<file path="src/hw/mie_pkg.sv">
// Package for the instruction execute block: field layout, opcodes, timing.
// Assumes 14-bit instruction words and an 8-bit data path.
package mie_pkg;
  localparam int INSN_W      = 14;
  localparam int DATA_W      = 8;
  localparam int FADDR_W     = 7;
  localparam int LIT_W       = 8;
  localparam int JLIT_W      = 11;
  localparam int PC_W        = 13;
  // Field positions
  localparam int F_LSB       = 0;
  localparam int D_POS       = 7;
  localparam int B_LSB       = 7;
  localparam int B_W         = 3;
  // Oscillator periods per instruction cycle
  localparam int QPHASES     = 4;
  localparam logic [1:0] Q_RESET = 2'h0;
  localparam logic [DATA_W-1:0]  W_RESET  = 8'h00;
  localparam logic [PC_W-1:0]    PC_RESET = 13'h0000;
  // Group codes in bits 13:12
  localparam logic [1:0] GRP_BYTE = 2'h0;
  localparam logic [1:0] GRP_BIT  = 2'h1;
  localparam logic [1:0] GRP_JUMP = 2'h2;
  localparam logic [1:0] GRP_LIT  = 2'h3;
  // Byte group opcodes in bits 11:8
  localparam logic [3:0] OP_SUB_ACC_FROM_REG = 4'h2;
  localparam logic [3:0] OP_XOR_ACC_WITH_REG = 4'h6;
  localparam logic [3:0] OP_NIBBLE_SWAP_REG = 4'he;
  // Literal group opcodes in bits 11:8 (bit 8 is don't care for sub)
  localparam logic [2:0] OP_SUBL  = 3'h6;
  localparam logic [3:0] OP_XORL  = 4'ha;
  // Bit group opcodes in bits 11:10
  localparam logic [1:0] OP_BCF   = 2'h0;
  localparam logic [1:0] OP_BSF   = 2'h1;
  localparam logic [1:0] OP_BTFSC = 2'h2;
  localparam logic [1:0] OP_BTFSS = 2'h3;

  typedef enum logic [2:0] {
    MIE_OP_NOP, MIE_OP_SUB, MIE_OP_XOR, MIE_OP_SWAP, MIE_OP_BITCLR,
    MIE_OP_BITSET, MIE_OP_SKIP, MIE_OP_JUMP
  } mie_op_t;
endpackage

</file>
<file path="src/hw/mie_alu.sv">
// Combinational ALU for the execute block.
// Assumes operands are already read from the file and working registers.
`timescale 1ns/100ps
module mie_alu (
  // Operation and operands
  input  wire mie_pkg::mie_op_t              op,
  input  wire logic [mie_pkg::DATA_W-1:0]    a_val,
  input  wire logic [mie_pkg::DATA_W-1:0]    w_val,
  input  wire logic [mie_pkg::B_W-1:0]       bit_sel,
  // Result and flags
  output logic      [mie_pkg::DATA_W-1:0]    result,
  output logic                               carry,
  output logic                               digit_carry_flag,
  output logic                               zero,
  output logic                               upd_cdc,
  output logic                               upd_z,
  output logic                               bit_val
);
  import mie_pkg::*;
  logic [DATA_W:0] diff;
  logic [4:0]      ldiff;
  always_comb begin
    diff             = {1'b0, a_val} + {1'b0, ~w_val} + 9'h001;
    ldiff            = {1'b0, a_val[3:0]} + {1'b0, ~w_val[3:0]} + 5'h01;
    result           = a_val;
    upd_cdc          = 1'b0;
    upd_z            = 1'b0;
    bit_val          = a_val[bit_sel];
    unique case (op)
      MIE_OP_SUB: begin
        result  = diff[DATA_W-1:0];
        upd_cdc = 1'b1;
        upd_z   = 1'b1;
      end
      MIE_OP_XOR: begin
        result = a_val ^ w_val;
        upd_z  = 1'b1;
      end
      MIE_OP_SWAP:   result = {a_val[3:0], a_val[7:4]};
      MIE_OP_BITCLR: result = a_val & ~(8'h01 << bit_sel);
      MIE_OP_BITSET: result = a_val | (8'h01 << bit_sel);
      default:       result = a_val;
    endcase
    carry            = diff[DATA_W];
    digit_carry_flag = ldiff[4];
    zero             = (result == 8'h00);
  end
endmodule // mie_alu

</file>
<file path="src/hw/mie_exec.sv">
// Instruction decode and execute core: one instruction per four-phase cycle.
// Assumes instruction word is valid by phase 0 and file read data returns combinationally.
`timescale 1ns/100ps
module mie_exec (
  // Clock and reset
  input  wire logic                          clk_sys,
  input  wire logic                          rstn,
  // Instruction fetch
  input  wire logic [mie_pkg::INSN_W-1:0]    insn,
  output logic                               fetch_stb,
  output logic      [mie_pkg::PC_W-1:0]      pc,
  // File register port
  input  wire logic [mie_pkg::DATA_W-1:0]    file_rdata,
  output logic      [mie_pkg::FADDR_W-1:0]   file_addr,
  output logic                               file_rd,
  output logic                               file_we,
  output logic      [mie_pkg::DATA_W-1:0]    file_wdata,
  // Core state
  output logic      [mie_pkg::DATA_W-1:0]    acc,
  output logic                               carry_flag,
  output logic                               digit_carry_flag,
  output logic                               zero_flag,
  output logic                               nop_cycle,
  output logic      [1:0]                    qphase
);
  import mie_pkg::*;

  typedef enum logic {MIE_EXEC, MIE_FLUSH} mie_state_t;

  logic [1:0]          q_q;
  mie_state_t          st_q;
  logic [INSN_W-1:0]   ir_q;
  logic [DATA_W-1:0]   opa_q;
  mie_op_t             op;
  logic                uses_file;
  logic                lit_src;
  logic [DATA_W-1:0]   alu_res;
  logic                alu_c;
  logic                alu_dc;
  logic                alu_z;
  logic                upd_cdc;
  logic                upd_z;
  logic                bit_val;
  logic                to_file;
  logic                taken;

  // Decode helper used only for execute, on the latched word ir_q
  function automatic mie_op_t decode(input logic [INSN_W-1:0] w);
    mie_op_t o;
    o = MIE_OP_NOP;
    unique case (w[13:12])
      GRP_BYTE: begin
        if (w[11:8] == OP_SUB_ACC_FROM_REG)      o = MIE_OP_SUB;
        else if (w[11:8] == OP_XOR_ACC_WITH_REG) o = MIE_OP_XOR;
        else if (w[11:8] == OP_NIBBLE_SWAP_REG) o = MIE_OP_SWAP;
      end
      GRP_BIT: begin
        unique case (w[11:10])
          OP_BCF:  o = MIE_OP_BITCLR;
          OP_BSF:  o = MIE_OP_BITSET;
          default: o = MIE_OP_SKIP;
        endcase
      end
      GRP_JUMP: o = MIE_OP_JUMP;
      GRP_LIT: begin
        // Bit 8 ignored for subtract literal
        if (w[11:9] == OP_SUBL)      o = MIE_OP_SUB;
        else if (w[11:8] == OP_XORL) o = MIE_OP_XOR;
      end
    endcase
    return o;
  endfunction

  always_comb begin
    op        = decode(ir_q);
    lit_src   = (ir_q[13:12] == GRP_LIT);
    uses_file = (ir_q[13:12] == GRP_BYTE) || (ir_q[13:12] == GRP_BIT);
    to_file   = (ir_q[13:12] == GRP_BIT) || ir_q[D_POS];
    taken     = (op == MIE_OP_JUMP) ||
                ((op == MIE_OP_SKIP) && (bit_val == ir_q[10]));
  end

  mie_alu u_alu (
    .op               (op),
    .a_val            (opa_q),
    .w_val            (acc),
    .bit_sel          (ir_q[B_LSB +: B_W]),
    .result           (alu_res),
    .carry            (alu_c),
    .digit_carry_flag (alu_dc),
    .zero             (alu_z),
    .upd_cdc          (upd_cdc),
    .upd_z            (upd_z),
    .bit_val          (bit_val)
  );

  // Phase counter, four periods per cycle
  always_ff @(posedge clk_sys or negedge rstn) begin
    if (!rstn) q_q <= Q_RESET;
    else       q_q <= q_q + 2'h1;
  end
  assign qphase = q_q;

  // Instruction latch and cycle state
  always_ff @(posedge clk_sys or negedge rstn) begin
    if (!rstn) begin
      ir_q      <= '0;
      st_q      <= MIE_EXEC;
      fetch_stb <= 1'b0;
      pc        <= PC_RESET;
      nop_cycle <= 1'b0;
    end else begin
      fetch_stb <= (q_q == 2'h2);
      if (q_q == 2'h3) begin
        if (st_q == MIE_EXEC && taken) begin
          st_q      <= MIE_FLUSH;
          nop_cycle <= 1'b1;
          ir_q      <= '0;
          pc        <= (op == MIE_OP_JUMP) ? {pc[12:11], ir_q[JLIT_W-1:0]}
                                           : pc + 13'h0001;
        end else begin
          st_q      <= MIE_EXEC;
          nop_cycle <= 1'b0;
          ir_q      <= insn;
          pc        <= pc + 13'h0001;
        end
      end
    end
  end

  // Operand read in phase 1, before any store
  always_ff @(posedge clk_sys or negedge rstn) begin
    if (!rstn) begin
      opa_q     <= '0;
      file_addr <= '0;
      file_rd   <= 1'b0;
    end else begin
      file_addr <= ir_q[F_LSB +: FADDR_W];
      file_rd   <= (q_q == 2'h0) && uses_file && (st_q == MIE_EXEC);
      if (q_q == 2'h1)
        opa_q <= lit_src ? ir_q[LIT_W-1:0] : file_rdata;
    end
  end

  // Store phase: write back and flags
  always_ff @(posedge clk_sys or negedge rstn) begin
    if (!rstn) begin
      acc              <= W_RESET;
      carry_flag       <= 1'b0;
      digit_carry_flag <= 1'b0;
      zero_flag        <= 1'b0;
      file_we          <= 1'b0;
      file_wdata       <= '0;
    end else begin
      file_we <= 1'b0;
      if (q_q == 2'h2 && st_q == MIE_EXEC &&
          op != MIE_OP_NOP && op != MIE_OP_SKIP && op != MIE_OP_JUMP) begin
        if (uses_file && to_file) begin
          file_we    <= 1'b1;
          file_wdata <= alu_res;
        end else begin
          acc <= alu_res;
        end
        if (upd_cdc) begin
          carry_flag       <= alu_c;
          digit_carry_flag <= alu_dc;
        end
        if (upd_z) zero_flag <= alu_z;
      end
    end
  end
endmodule // mie_exec

</file>
<file path="config.mk">
export PLATFORM = sky130hd
export DESIGN_NAME = mie_exec
export DESIGN_NICKNAME = d
export VERILOG_FILES = /design/src/hw/mie_pkg.sv /design/src/hw/mie_alu.sv /design/src/hw/mie_exec.sv
export SDC_FILE = /design/constraint.sdc
export NUM_CORES = 1
export LEC_CHECK = 0
export BUFFER_PORTS_ARGS = -buffer_cell sky130_fd_sc_hd__buf_2
export CORE_UTILIZATION = 40
export DETAILED_ROUTE_END_ITERATION = 8
export HOLD_SLACK_MARGIN = 0.05
export MAX_ROUTING_LAYER = met4
export PLACE_DENSITY = 0.57
export SKIP_LAST_GASP = 1
export SLEW_MARGIN = 20
export SYNTH_ARGS = -nofsm -noshare
export SYNTH_HDL_FRONTEND = slang
export SYNTH_SLANG_ARGS = --single-unit
</file>
<file path="constraint.sdc">
create_clock -name clk_sys -period 3.5 [get_ports clk_sys]
set_clock_uncertainty 0.05 [all_clocks]
set_input_delay 0.175 -clock clk_sys [delete_from_list [all_inputs] [get_ports clk_sys]]
set_output_delay 0.175 -clock clk_sys [all_outputs]
set_load 0.05 [all_outputs]
</file>
# [After elaboration in Yosys (flattened, before gate mapping)]
# Cells that the tools add are included.
[word_totals] reg_bits=67 in_bits=24 output_inout_bits=45 wordCells=96
[op_classes] addsub=6 order_cmp=1 eq_ne=23 n_shift=1 muxes=19 bitwise=8 n_reduce_logical=23
[ops] cell="8-bit case mux with 5 select lines" n=1
[ops] cell="13-bit 2-to-1 mux" n=2
[ops] cell="8-bit inverter" n=2
[ops] cell="3-bit equality test (second input constant)" n=5
[ops] cell="14-bit 2-to-1 mux" n=1
[ops] cell="13-bit by 1-bit adder with 13-bit output (second input constant)" n=1
[ops] cell="3-bit case mux with 4 select lines" n=1
[ops] cell="2-bit AND reduction" n=5
[ops] cell="8-bit by 8-bit adder with 9-bit output" n=1
[ops] cell="9-bit by 1-bit adder with 9-bit output (second input constant)" n=1
[ops] cell="1-bit logical AND" n=9
[ops] cell="8-bit AND" n=1
[ops] cell="2-bit equality test (second input constant)" n=4
[ops] cell="4-bit equality test (second input constant)" n=2
[ops] cell="8-bit zero test" n=1
[ops] cell="2-bit 2-to-1 mux" n=4
[ops] cell="8-bit 2-to-1 mux" n=1
[ops] cell="8-bit OR" n=1
[ops] cell="1-bit by 3-bit << shifter with 8-bit output (first input constant)" n=1
[ops] cell="8-bit XOR" n=1
[ops] cell="2-bit by 1-bit equality test with 1-bit output (second input constant)" n=3
[ops] cell="3-bit by 2-bit equality test with 1-bit output (second input constant)" n=2
[ops] cell="2-bit zero test" n=3
[ops] cell="1-bit 2-to-1 mux" n=6
[ops] cell="other kinds (18)" n=22

# [Depth between registers and ports, before layout]
# Gate-level depths: netlist (run 1).
[depth] depth_word=11 ltp_mapped=13 ltp_nobuf=12

# [Hierarchy]
# From an unflattened synthesis (run 1), not the netlist that was laid out.
[unflattened] cells_unflattened=402 area_unflattened_um2=4096.4
[by_module_without_submodules] module="mie_exec" n_inst=1 cells_each=257 area_per_inst_um2=3019.1 seq_area_each_um2=1676.6
[by_module_without_submodules] module="mie_alu" n_inst=1 cells_each=145 area_per_inst_um2=1077.3 seq_area_each_um2=0.0

# [Worst setup path after synthesis (run 1)]
# No wires, ideal clock.
[synth_path] path_type="register to register" startpoint="reg acc[0] (netlist bit)" endpoint="reg zero_flag" setup_time_ns=0.092 arrival_time_ns=2.869 required_ns=3.358 slack_ns=0.489 stages_incl_launch_ff=12 n_path_buf=0 period_less_slack_ns=3.011 cell_sequence="dfrtp_1 -> ha_1 -> inv_1 -> fa_1 -> nand3_1 -> nand2_1 -> xor2_1 -> a2111oi_2 -> a211o_2 -> nand4_1 -> or4b_1 -> o31ai_2"
[synth_via] elab_chain_cells=5 word_cells_on_any_way=6 classes_between="add/sub: 2; mux: 1; bitwise: 2; reduce/logical: 1"
[synth_rtl] item="start, declared" line_no="mie_exec.sv:19" text="output logic [mie_pkg::DATA_W-1:0] acc,"
[synth_rtl] item="start signal, assigned" line_no="mie_exec.sv:162" text="acc <= alu_res;"
[synth_rtl] item="8-bit inverter" line_no="mie_alu.sv:23" text="diff = {1'b0, a_val} + {1'b0, ~w_val} + 9'h001;"
[synth_rtl] item="8-bit by 8-bit adder with 9-bit output" line_no="mie_alu.sv:23"
[synth_rtl] item="9-bit by 1-bit adder with 9-bit output" line_no="mie_alu.sv:23"
[synth_rtl] item="8-bit case mux with 5 select lines (*)" line_no="mie_alu.sv:29" text="unique case (op)"
[synth_rtl] item="8-bit zero test (*)" line_no="mie_alu.sv:46" text="zero = (result == 8'h00);"
[synth_rtl] item="end signal, assigned" line_no="mie_exec.sv:168" text="if (upd_z) zero_flag <= alu_z;"
[synth_rtl] item="end, declared" line_no="mie_exec.sv:22" text="output logic zero_flag,"
# Mark *: on every way between the ends. The rest lies on a longest branch, timed or not.
# A chain may end at the register's enable or synchronous reset.

# [Worst setup path after layout (run 1)]
[layout_path] startpoint="reg ir_q[12]" endpoint="reg zero_flag"
[layout_via] elab_chain_cells=7 word_cells_on_any_way=21 classes_between="eq/ne: 10; mux: 3; reduce/logical: 8"
[layout_rtl] item="start, declared" line_no="mie_exec.sv:32" text="logic [INSN_W-1:0] ir_q;"
[layout_rtl] item="start signal, assigned" line_no="mie_exec.sv:124" text="ir_q <= insn;"
[layout_rtl] item="2-bit equality test (tied with other cells)" line_no="mie_exec.sv:51" text="unique case (w[13:12])"
[layout_rtl] item="3-bit case mux with 4 select lines (*)" line_no="mie_exec.sv:51"
[layout_rtl] item="branches (longest 5 deep; another with 8-bit case mux with 5 select lines)"
# Mark *: on every way between the ends.

==> flow_summary.json, run 1 <==
{
  "ir_drop_mv": 0.458,
  "grt_pass1_vias": 3481,
  "critPathKind": "flip-flop to flip-flop",
  "cap_violations": 0,
  "synth_edf_count": 0,
  "gp_congestion": 0.877,
  "detail_route.wl_per_cell_um": 17.2,
  "final_nets": 542,
  "port_buffers": 68,
  "p_per_area_mw_per_mm2": 1030,
  "cts_buffers": 9,
  "holdPathStages": 3,
  "synth.distinct_cells": 74,
  "via_count": 3530,
  "ys_ff_latch": 67,
  "setup_viol": 0,
  "cp_num_buf_inv": 1,
  "clk_latency_ns": 0.37,
  "grt_max_degree": 68,
  "root_buffer": "clkbuf_8",
  "synth_top_family_by_area": "compound AO/OA/AOI/OAI gates",
  "reg2regPathDepth": 9,
  "timing.setup.tns_ns": 0,
  "worstPathCellList": "inv_1 > ha_1 > nor2_2 > o41a_1 > nand2_4 > nand2b_1 > o311ai_0 > or4b_1 > o31ai_2",
  "grt_setup_unrepaired": "false",
  "fin_crit_ns": 3.22,
  "crit_family": "compound AO/OA/AOI/OAI gates",
  "drt_wl_total_um": 11000,
  "synthFlopType": "dfrtp_1",
  "firstDrtPassIters": 5,
  "ys_async_sr_fraction_pct": 100,
  "ios": 69,
  "synth.net_count": 464,
  "worstPathRequired_ns": 3.73,
  "coreArea_mm2": 0.00977,
  "cts_tree": "done",
  "critPathArrivalTime_ns": 3.45,
  "initialDrtViolationCount": 223,
  "chipWidth_um": 102,
  "muxShareOfSynthArea_pct": 5.77,
  "yosysTopAreaCellShare_pct": 41.6,
  "rows": 36,
  "synth-xor-area-share_pct": 1.30,
  "ant_nets": 0,
  "hp-class": "input port to flip-flop",
  "fillers": 951,
  "cts_resized": 0,
  "worst_setup_path_end_kind": "flip-flop",
  "slew_headroom_pct": 43.0,
  "yosysWarnings": 0,
  "final_common_cell": "buf_2",
  "synth-compound-area-share_pct": 23.0,
  "max_freq_ghz": 0.311,
  "hold_violations": 0,
  "fp.dieH_um": 102,
  "clk_pin_slew_worst_paths_ns": 0.08,
  "syn_avg_cell_area_um2": 9.55,
  "htreeDepth": 3,
  "tightest_slew_ns": 0.855,
  "final_core_util_pct": 49.4,
  "cts.sinks": 67,
  "grt_overflow": 0,
  "antenna_found_initial": 0,
  "p_leak_nw": 2.25,
  "syn_inst": 422,
  "synthAdderAreaFrac_pct": 5.77,
  "antenna_cells": 0,
  "dp_hpwl_um": 7900,
  "dieArea_mm2": 0.0105,
  "cts_setup_buffers": 0,
  "synth-seq-area-share_pct": 41.6,
  "synth_area_leaders": "dfrtp_1 42%, ha_1 5.3%, a21oi_1 5.0%",
  "fin_crit_sh_pct": 92.0,
  "critical_path.max_fanout": 10,
  "clk_path_buf_depth": 2,
  "final_cell_mix": "68 x buf_2, 67 x dfrtp_1, 41 x nand2_1",
  "grt_pass1_wl_um": 17900,
  "status": "finished clean",
  "drive_above_1_share_pct": 24.2,
  "area_delta_synth_final_pct": 19.8,
  "viasPerCell": 5.53,
  "synth-simple-area-share_pct": 16.9,
  "drv_slew": 0,
  "syn_area_mm2": 0.00403,
  "cp.depth": 9,
  "grt_usage_pct": 23.3,
  "yosysTopAreaCell": "dfrtp_1",
  "remaining_drc_errors": 0,
  "start_util_pct": 41.2,
  "postCtsHoldBufs": 15,
  "worst_setup_path_start_kind": "flip-flop",
  "crit_slowest_cell": "o311ai_0",
  "max_stage_delay_ns": 0.57
}
## sequential cells by signal (all words and copies together) (netlist names)
name and cells:
file_we 1, file_rd 1, acc 8, ir_q 14, st_q 1, opa_q 8
zero_flag 1, file_wdata 8, qphase 2, fetch_stb 1, carry_flag 1, digit_carry_flag 1
file_addr 7, pc 13
## Yosys cell counts, types with 3 or more instances
cell type	n
nand3_1	17
nor2_1	27
a22o_1	10
and3_1	3
xnor2_1	3
nand2b_1	4
a21o_1	3
a21oi_1	40
mux2i_1	12
nand3b_1	3
dfrtp_1	67
nand2_1	41
nor3_1	6
nand4_1	7
o211a_1	3
xor2_1	3
a31oi_1	4
inv_1	23
o32ai_1	3
mux2_2	6
ha_1	17
o22ai_1	4
clkbuf_1	17
buf_6	5
o21ai_0	32
## worst register-to-register path: stages (launching register included)
cell      delay, ns
dfrtp_1        0.41
inv_1          0.12
ha_1           0.41
nor2_2         0.15
o41a_1         0.42
nand2_4        0.14
nand2b_1       0.15
o311ai_0       0.57
or4b_1         0.51
o31ai_2        0.21
## report_power, final
| group | switching [mW] | internal (mW) | leakage, nW | total (mW) |
|---|---|---|---|---|
| clock | 0.320 | 0.370 | 0.106 | 0.690 |
| sequential | 0.322 | 1.05 | 0.812 | 1.37 |
| combinational | 1.94 | 0.955 | 1.33 | 2.90 |
| total | 2.58 | 2.37 | 2.25 | 4.96 |
## worst paths after layout
check | from | slack (ns) | to
min in group asynchronous | rstn | 0.49 | zero_flag
min | file_rdata[6] | 0.07 | opa_q[6]
min reg2reg | ir_q[0] | 0.40 | file_addr[0]
max | ir_q[12] | 0.28 | zero_flag
max in group asynchronous | rstn | 2.34 | pc[0]
max reg2reg | ir_q[12] | 0.28 | zero_flag
## cells by family (layout without fill, tap and decap cells)
| family | count (synthesis) | in the layout |
|---|---|---|
| AOI/OAI and AO/OA | 131 | 131 |
| and+or+nand+nor | 131 | 131 |
| DFF | 67 | 67 |
| buffers and inverters | 49 | 132 |
| muxes | 20 | 20 |
| adders and majority gates | 18 | 18 |
| xor gates and xnor gates | 6 | 6 |
## cell type report
class / instances / area, µm² / share of cell area, %
Timing Repair Buffer: 93 / 566 / 11.7
Multi-Input combinational cell: 306 / 2120 / 44.0
Sequential cell: 67 / 1680 / 34.7
Tap cell: 133 / 166 / 3.44
Inverter: 23 / 86.3 / 1.79
Clock buffer: 11 / 151 / 3.13
Clock inverter: 5 / 60.1 / 1.24
## metal layers
layer | vias up | wire (µm) | track usage (%)
met3 | 17 | 395 | 4.45
li1 | 1699 | - | -
met5 | - | 0 | -
met2 | 79 | 5080 | 33.8
met4 | 0 | 228 | 8.79
met1 | 1735 | 5270 | 32.2
## stage by stage
stage	cells	hold WS (ns)	area [µm²]	total power [mW]	setup WS [ns]
floorplan	422	-0.171	4030	3.58	0.489
global placement	607	0.345	4470	4.23	0.365
detailed placement	607	0.343	4470	4.25	0.294
CTS	638	0.0591	4830	4.97	0.273
global route	638	0.0725	4830	5.30	0.0562
finish	638	0.0663	4830	4.96	0.280
No activity file was read; power rests on OpenSTA's default activity.
==> inputs of run 2 (changes only) <==
==> constraint.sdc (replaced) <==
create_clock -name clk_sys -period 3.5 [get_ports clk_sys]
set_clock_uncertainty 0.05 [all_clocks]
set_input_delay 0.525 -clock clk_sys [delete_from_list [all_inputs] [get_ports clk_sys]]
set_output_delay 0.525 -clock clk_sys [all_outputs]
set_load 0.05 [all_outputs]
==> run 2 against run 1 <==
Register-to-register slack about the same. Via count decreased by 2.6%. First-iteration DRC count decreased by 30%. Critical path depth unchanged. Worst hold slack improved by 0.13 ns. Die area unchanged. Highest routed layer unchanged.
==> flow_summary.json, run 2 (synthesized netlist as in run 1, its figures left out) <==
{
  "max_freq_ghz": 0.310,
  "clk_path_buf_depth": 2,
  "drv_slew": 0,
  "p_clk_share_pct": 13.6,
  "critPathKind": "flip-flop to flip-flop",
  "ir_drop_mv": 0.424,
  "clk_latency_ns": 0.36,
  "status": "finished clean",
  "tightest_slew_ns": 0.790,
  "ant_nets": 0,
  "worstPathRequired_ns": 3.72,
  "setup_ws_ns": 0.279,
  "grt_pass1_vias": 3241,
  "cts_tree": "done",
  "timing.rr.end": "zero_flag",
  "cp-endpoint": "zero_flag",
  "max_stage_delay_ns": 0.58,
  "remaining_drc_errors": 0,
  "rows": 36,
  "critical_path.max_fanout": 10,
  "htreeDepth": 3,
  "final_cell_mix": "68 x buf_2, 67 x dfrtp_1, 41 x nand2_1",
  "cp.depth": 9,
  "dp_hpwl_um": 7820,
  "start_util_pct": 41.2,
  "cap_violations": 0,
  "fp.dieH_um": 102,
  "fin_crit_ns": 3.22,
  "reg2regPathDepth": 9,
  "hold_violations": 0,
  "crit_family": "compound AO/OA/AOI/OAI gates",
  "gp_congestion": 0.878,
  "root_buffer": "clkbuf_8",
  "viasPerCell": 5.52,
  "p_leak_nw": 2.18,
  "worst_setup_path_start_kind": "flip-flop",
  "port_buffers": 68,
  "swShare_pct": 52.4,
  "slew_headroom_pct": 47.3,
  "firstDrtPassIters": 5,
  "final_nets": 527,
  "largest_reg_flops": 14,
  "seqPwrFrac_pct": 27.8,
  "p_sw_mw": 2.58,
  "final_common_cell": "buf_2",
  "clk_pin_slew_worst_paths_ns": 0.08,
  "grt_max_degree": 35,
  "r2r-start": "ir_q[12]",
  "chipWidth_um": 102,
  "drive_above_1_share_pct": 24.7,
  "drt_wl_total_um": 10700,
  "setup_viol": 0,
  "critPathArrivalTime_ns": 3.44,
  "detail_route.wl_per_cell_um": 17.2,
  "timing.setup.tns_ns": 0,
  "cts_setup_buffers": 0,
  "reg.largest.list": "ir_q (14), pc (13)",
  "initialDrtViolationCount": 157,
  "grt_setup_unrepaired": "false",
  "grt_overflow": 0,
  "area_delta_synth_final_pct": 16.2,
  "p_per_area_mw_per_mm2": 1050,
  "dieArea_mm2": 0.0105,
  "dp_slack_ns": 0.329,
  "crit_slowest_cell": "o311ai_0",
  "coreArea_mm2": 0.00977,
  "cts_resized": 0,
  "ios": 69,
  "cts.sinks": 67,
  "antenna_cells": 0,
  "postCtsHoldBufs": 0,
  "intPower_mw": 2.34,
  "comb_power_share_pct": 58.6,
  "crit_start": "ir_q[12]",
  "grt_usage_pct": 23.0,
  "worst_setup_path_end_kind": "flip-flop",
  "hp-class": "input port to async pin",
  "fin_crit_sh_pct": 92.0,
  "antenna_found_initial": 0,
  "largest_register": "ir_q",
  "via_count": 3438,
  "cp_num_buf_inv": 1,
  "cts_buffers": 9,
  "worstPathCellList": "inv_1 > ha_1 > nor2_2 > o41a_1 > nand2_4 > nand2b_1 > o311ai_0 > or4b_1 > o31ai_2",
  "r2r_slack_ns": 0.28,
  "grt_pass1_wl_um": 17400,
  "fillers": 961
}
## run 2: how the worst min path moves through the flow
stage	startpoint	end	cells after the start
6_report	rstn	zero_flag	1
5_1_grt	rstn	acc[0]	1
4_1_cts	rstn	file_wdata[4]	1
3_5_place_dp	ir_q[6]	file_addr[6]	0
3_3_place_gp	ir_q[0]	file_addr[0]	0
2_1_floorplan	rstn	acc[0]	0
## run 2: routing by layer
layer | global-route usage [%] | part of all wire [%] | vias up
met2 | 32.7 | 46 | 94
met5 | - | 0 | -
met1 | 32.4 | 49 | 1671
met3 | 4.04 | 4.0 | 17
li1 | - | - | 1656
met4 | 9.01 | 1.6 | 0
## run 2: metrics by stage
stage | std cells | utilization [%] | cell area (µm²) | hold slack [ns] | power, mW
2_1_floorplan | 422 | - | 4030 | 0.179 | 3.58
3_3_place_gp | 607 | 45.9 | 4480 | 0.369 | 4.23
3_5_place_dp | 607 | 45.9 | 4480 | 0.373 | 4.24
4_1_cts | 623 | 47.9 | 4690 | 0.210 | 4.93
5_1_grt | 623 | 47.9 | 4690 | 0.255 | 5.26
6_report | 623 | 47.9 | 4690 | 0.195 | 4.92
## run 2: power groups by stage
stage	sequential [mW]	clock, mW	combinational [mW]
after global placement	1.37	0	2.85
final	1.36	0.670	2.88
after CTS	1.37	0.692	2.88
after floorplan	1.96	0	1.62
after global routing	1.42	0.722	3.12
after detailed placement	1.38	0	2.86
## run 2: final cells by class
type | count | area [µm²] | share of cell area, %
inverter | 23 | 86.3 | 1.84
sequential | 67 | 1680 | 35.8
multi-input combinational | 306 | 2120 | 45.3
timing repair buffer | 78 | 428 | 9.13
tap | 133 | 166 | 3.55
clock inverter | 5 | 62.6 | 1.34
clock buffer | 11 | 141 | 3.02
==> inputs of run 3 (changes only) <==
--- a/config.mk
+++ b/config.mk
@@ -7,6 +7,7 @@
 export LEC_CHECK = 0
 export BUFFER_PORTS_ARGS = -buffer_cell sky130_fd_sc_hd__buf_2
 export CORE_UTILIZATION = 40
+export CTS_BUF_LIST = sky130_fd_sc_hd__clkbuf_8 sky130_fd_sc_hd__clkbuf_16
 export DETAILED_ROUTE_END_ITERATION = 8
 export HOLD_SLACK_MARGIN = 0.05
 export MAX_ROUTING_LAYER = met4
==> run 3 against run 2 <==
Utilization did not move. Critical path depth unchanged. Via count is 0.61% higher. Largest cell class unchanged. Largest power group unchanged.
==> flow_summary.json, run 3 (synthesized netlist as in run 1, its figures left out) <==
{
  "status": "finished clean",
  "fin_crit_sh_pct": 92.3,
  "dp_slack_ns": 0.329,
  "setup_viol": 0,
  "antenna_cells": 0,
  "timing.setup.tns_ns": 0,
  "viasPerCell": 5.55,
  "dieArea_mm2": 0.0105,
  "cts_tree": "done",
  "p_leak_nw": 2.19,
  "grt_overflow": 0,
  "fp.dieH_um": 102,
  "postCtsHoldBufs": 0,
  "setup_ws_ns": 0.271,
  "cts.sinks": 67,
  "cts_buffers": 9,
  "worstPathRequired_ns": 3.72,
  "gp_congestion": 0.878,
  "final_cell_mix": "68 x buf_2, 67 x dfrtp_1, 41 x nand2_1",
  "start_util_pct": 41.2,
  "clk_latency_ns": 0.36,
  "cts_setup_buffers": 0,
  "ios": 69,
  "area_delta_synth_final_pct": 16.2,
  "remaining_drc_errors": 0,
  "drt_wl_total_um": 10700,
  "final_nets": 527,
  "htreeDepth": 3,
  "final_common_cell": "buf_2",
  "critical_path.max_fanout": 10,
  "p_clk_share_pct": 13.5,
  "grt_setup_unrepaired": "false",
  "clk_path_buf_depth": 2,
  "ff_latch_area_mm2": 0.00168,
  "chipWidth_um": 102,
  "seqPwrFrac_pct": 27.8,
  "intPower_mw": 2.34,
  "root_buffer": "clkbuf_8",
  "clk_pin_slew_worst_paths_ns": 0.08,
  "rows": 36,
  "largest_register": "ir_q",
  "worst_setup_path_start_kind": "flip-flop",
  "dp_hpwl_um": 7820,
  "fin_crit_ns": 3.23,
  "reg.largest.list": "ir_q (14), pc (13)",
  "p_sw_mw": 2.57,
  "largest_reg_flops": 14,
  "swShare_pct": 52.4,
  "worst_setup_path_end_kind": "flip-flop",
  "port_buffers": 68,
  "antenna_found_initial": 0,
  "firstDrtPassIters": 5,
  "fillers": 961,
  "hold_violations": 0,
  "slew_headroom_pct": 47.3,
  "critPathKind": "flip-flop to flip-flop",
  "ir_drop_mv": 0.424,
  "comb_power_share_pct": 58.7,
  "initialDrtViolationCount": 176,
  "via_count": 3459,
  "cts_resized": 0,
  "tightest_slew_ns": 0.791,
  "grt_pass1_wl_um": 17400,
  "grt_usage_pct": 23.0,
  "grt_pass1_vias": 3241,
  "max_freq_ghz": 0.310,
  "multiInputGateArea_mm2": 0.00212,
  "hp-class": "input port to async pin",
  "ant_nets": 0,
  "drive_above_1_share_pct": 24.7,
  "detail_route.wl_per_cell_um": 17.2,
  "p_per_area_mw_per_mm2": 1050,
  "grt_max_degree": 35,
  "critPathArrivalTime_ns": 3.45,
  "drv_slew": 0,
  "cap_violations": 0,
  "coreArea_mm2": 0.00977
}
## run 3: cell count changes in the layout (fill, tap and decap cells not counted)
| cell | change |
|---|---|
| inv_1 | +1 |
| clkbuf_1 | -1 |
## run 3: worst max-delay path, stage by stage (launching register included)
cell and delay, ns:
dfrtp_1 0.41, inv_1 0.11, ha_1 0.42, nor2_2 0.14, o41a_1 0.42, nand2_4 0.15, nand2b_1 0.14, o311ai_0 0.57
or4b_1 0.51, o31ai_2 0.21
## run 3: power groups by stage
stage | logic [mW] | clock network [mW] | registers (mW)
after floorplan | 1.62 | 0 | 1.96
after global placement | 2.85 | 0 | 1.37
after detailed placement | 2.86 | 0 | 1.38
after CTS | 2.88 | 0.689 | 1.37
after global routing | 3.12 | 0.719 | 1.42
final | 2.88 | 0.666 | 1.36
## run 3: area by class of cell
type | instances | area share (%)
clock buffer | 10 | 2.94
clock inverter | 6 | 1.42
inverter | 23 | 1.84
multi-input combinational | 306 | 45.3
sequential | 67 | 35.8
tap | 133 | 3.55
timing repair buffer | 78 | 9.13
## run 3: layer usage
layer  GRT usage [%]  part of all wire (%)
met5               -                     0
met4            9.01                   1.6
met1            32.4                    48
met2            32.7                    46
met3            4.04                   4.2
## run 3: per-stage QoR
step / hold slack [ns] / power [mW] / utilization (%) / cell area [µm²] / cells
after floorplan: 0.179 / 3.58 / - / 4030 / 422
after global placement: 0.369 / 4.23 / 45.9 / 4480 / 607
after detailed placement: 0.373 / 4.24 / 45.9 / 4480 / 607
after CTS: 0.210 / 4.93 / 47.9 / 4690 / 623
after global routing: 0.255 / 5.26 / 47.9 / 4690 / 623
final: 0.197 / 4.91 / 47.9 / 4690 / 623
## run 3: worst paths after layout
path | start | endpoint | slack (ns) | depth (start not counted)
hold reg to reg | ir_q[6] | file_addr[6] | 0.39 | 0
max in group asynchronous | rstn | ir_q[4] | 2.55 | 2
setup reg to reg | ir_q[12] | zero_flag | 0.27 | 9
min in group clk_sys | insn[11] | ir_q[11] | 0.32 | 2
hold / removal | rstn | zero_flag | 0.20 | 1
setup / recovery | ir_q[12] | zero_flag | 0.27 | 9
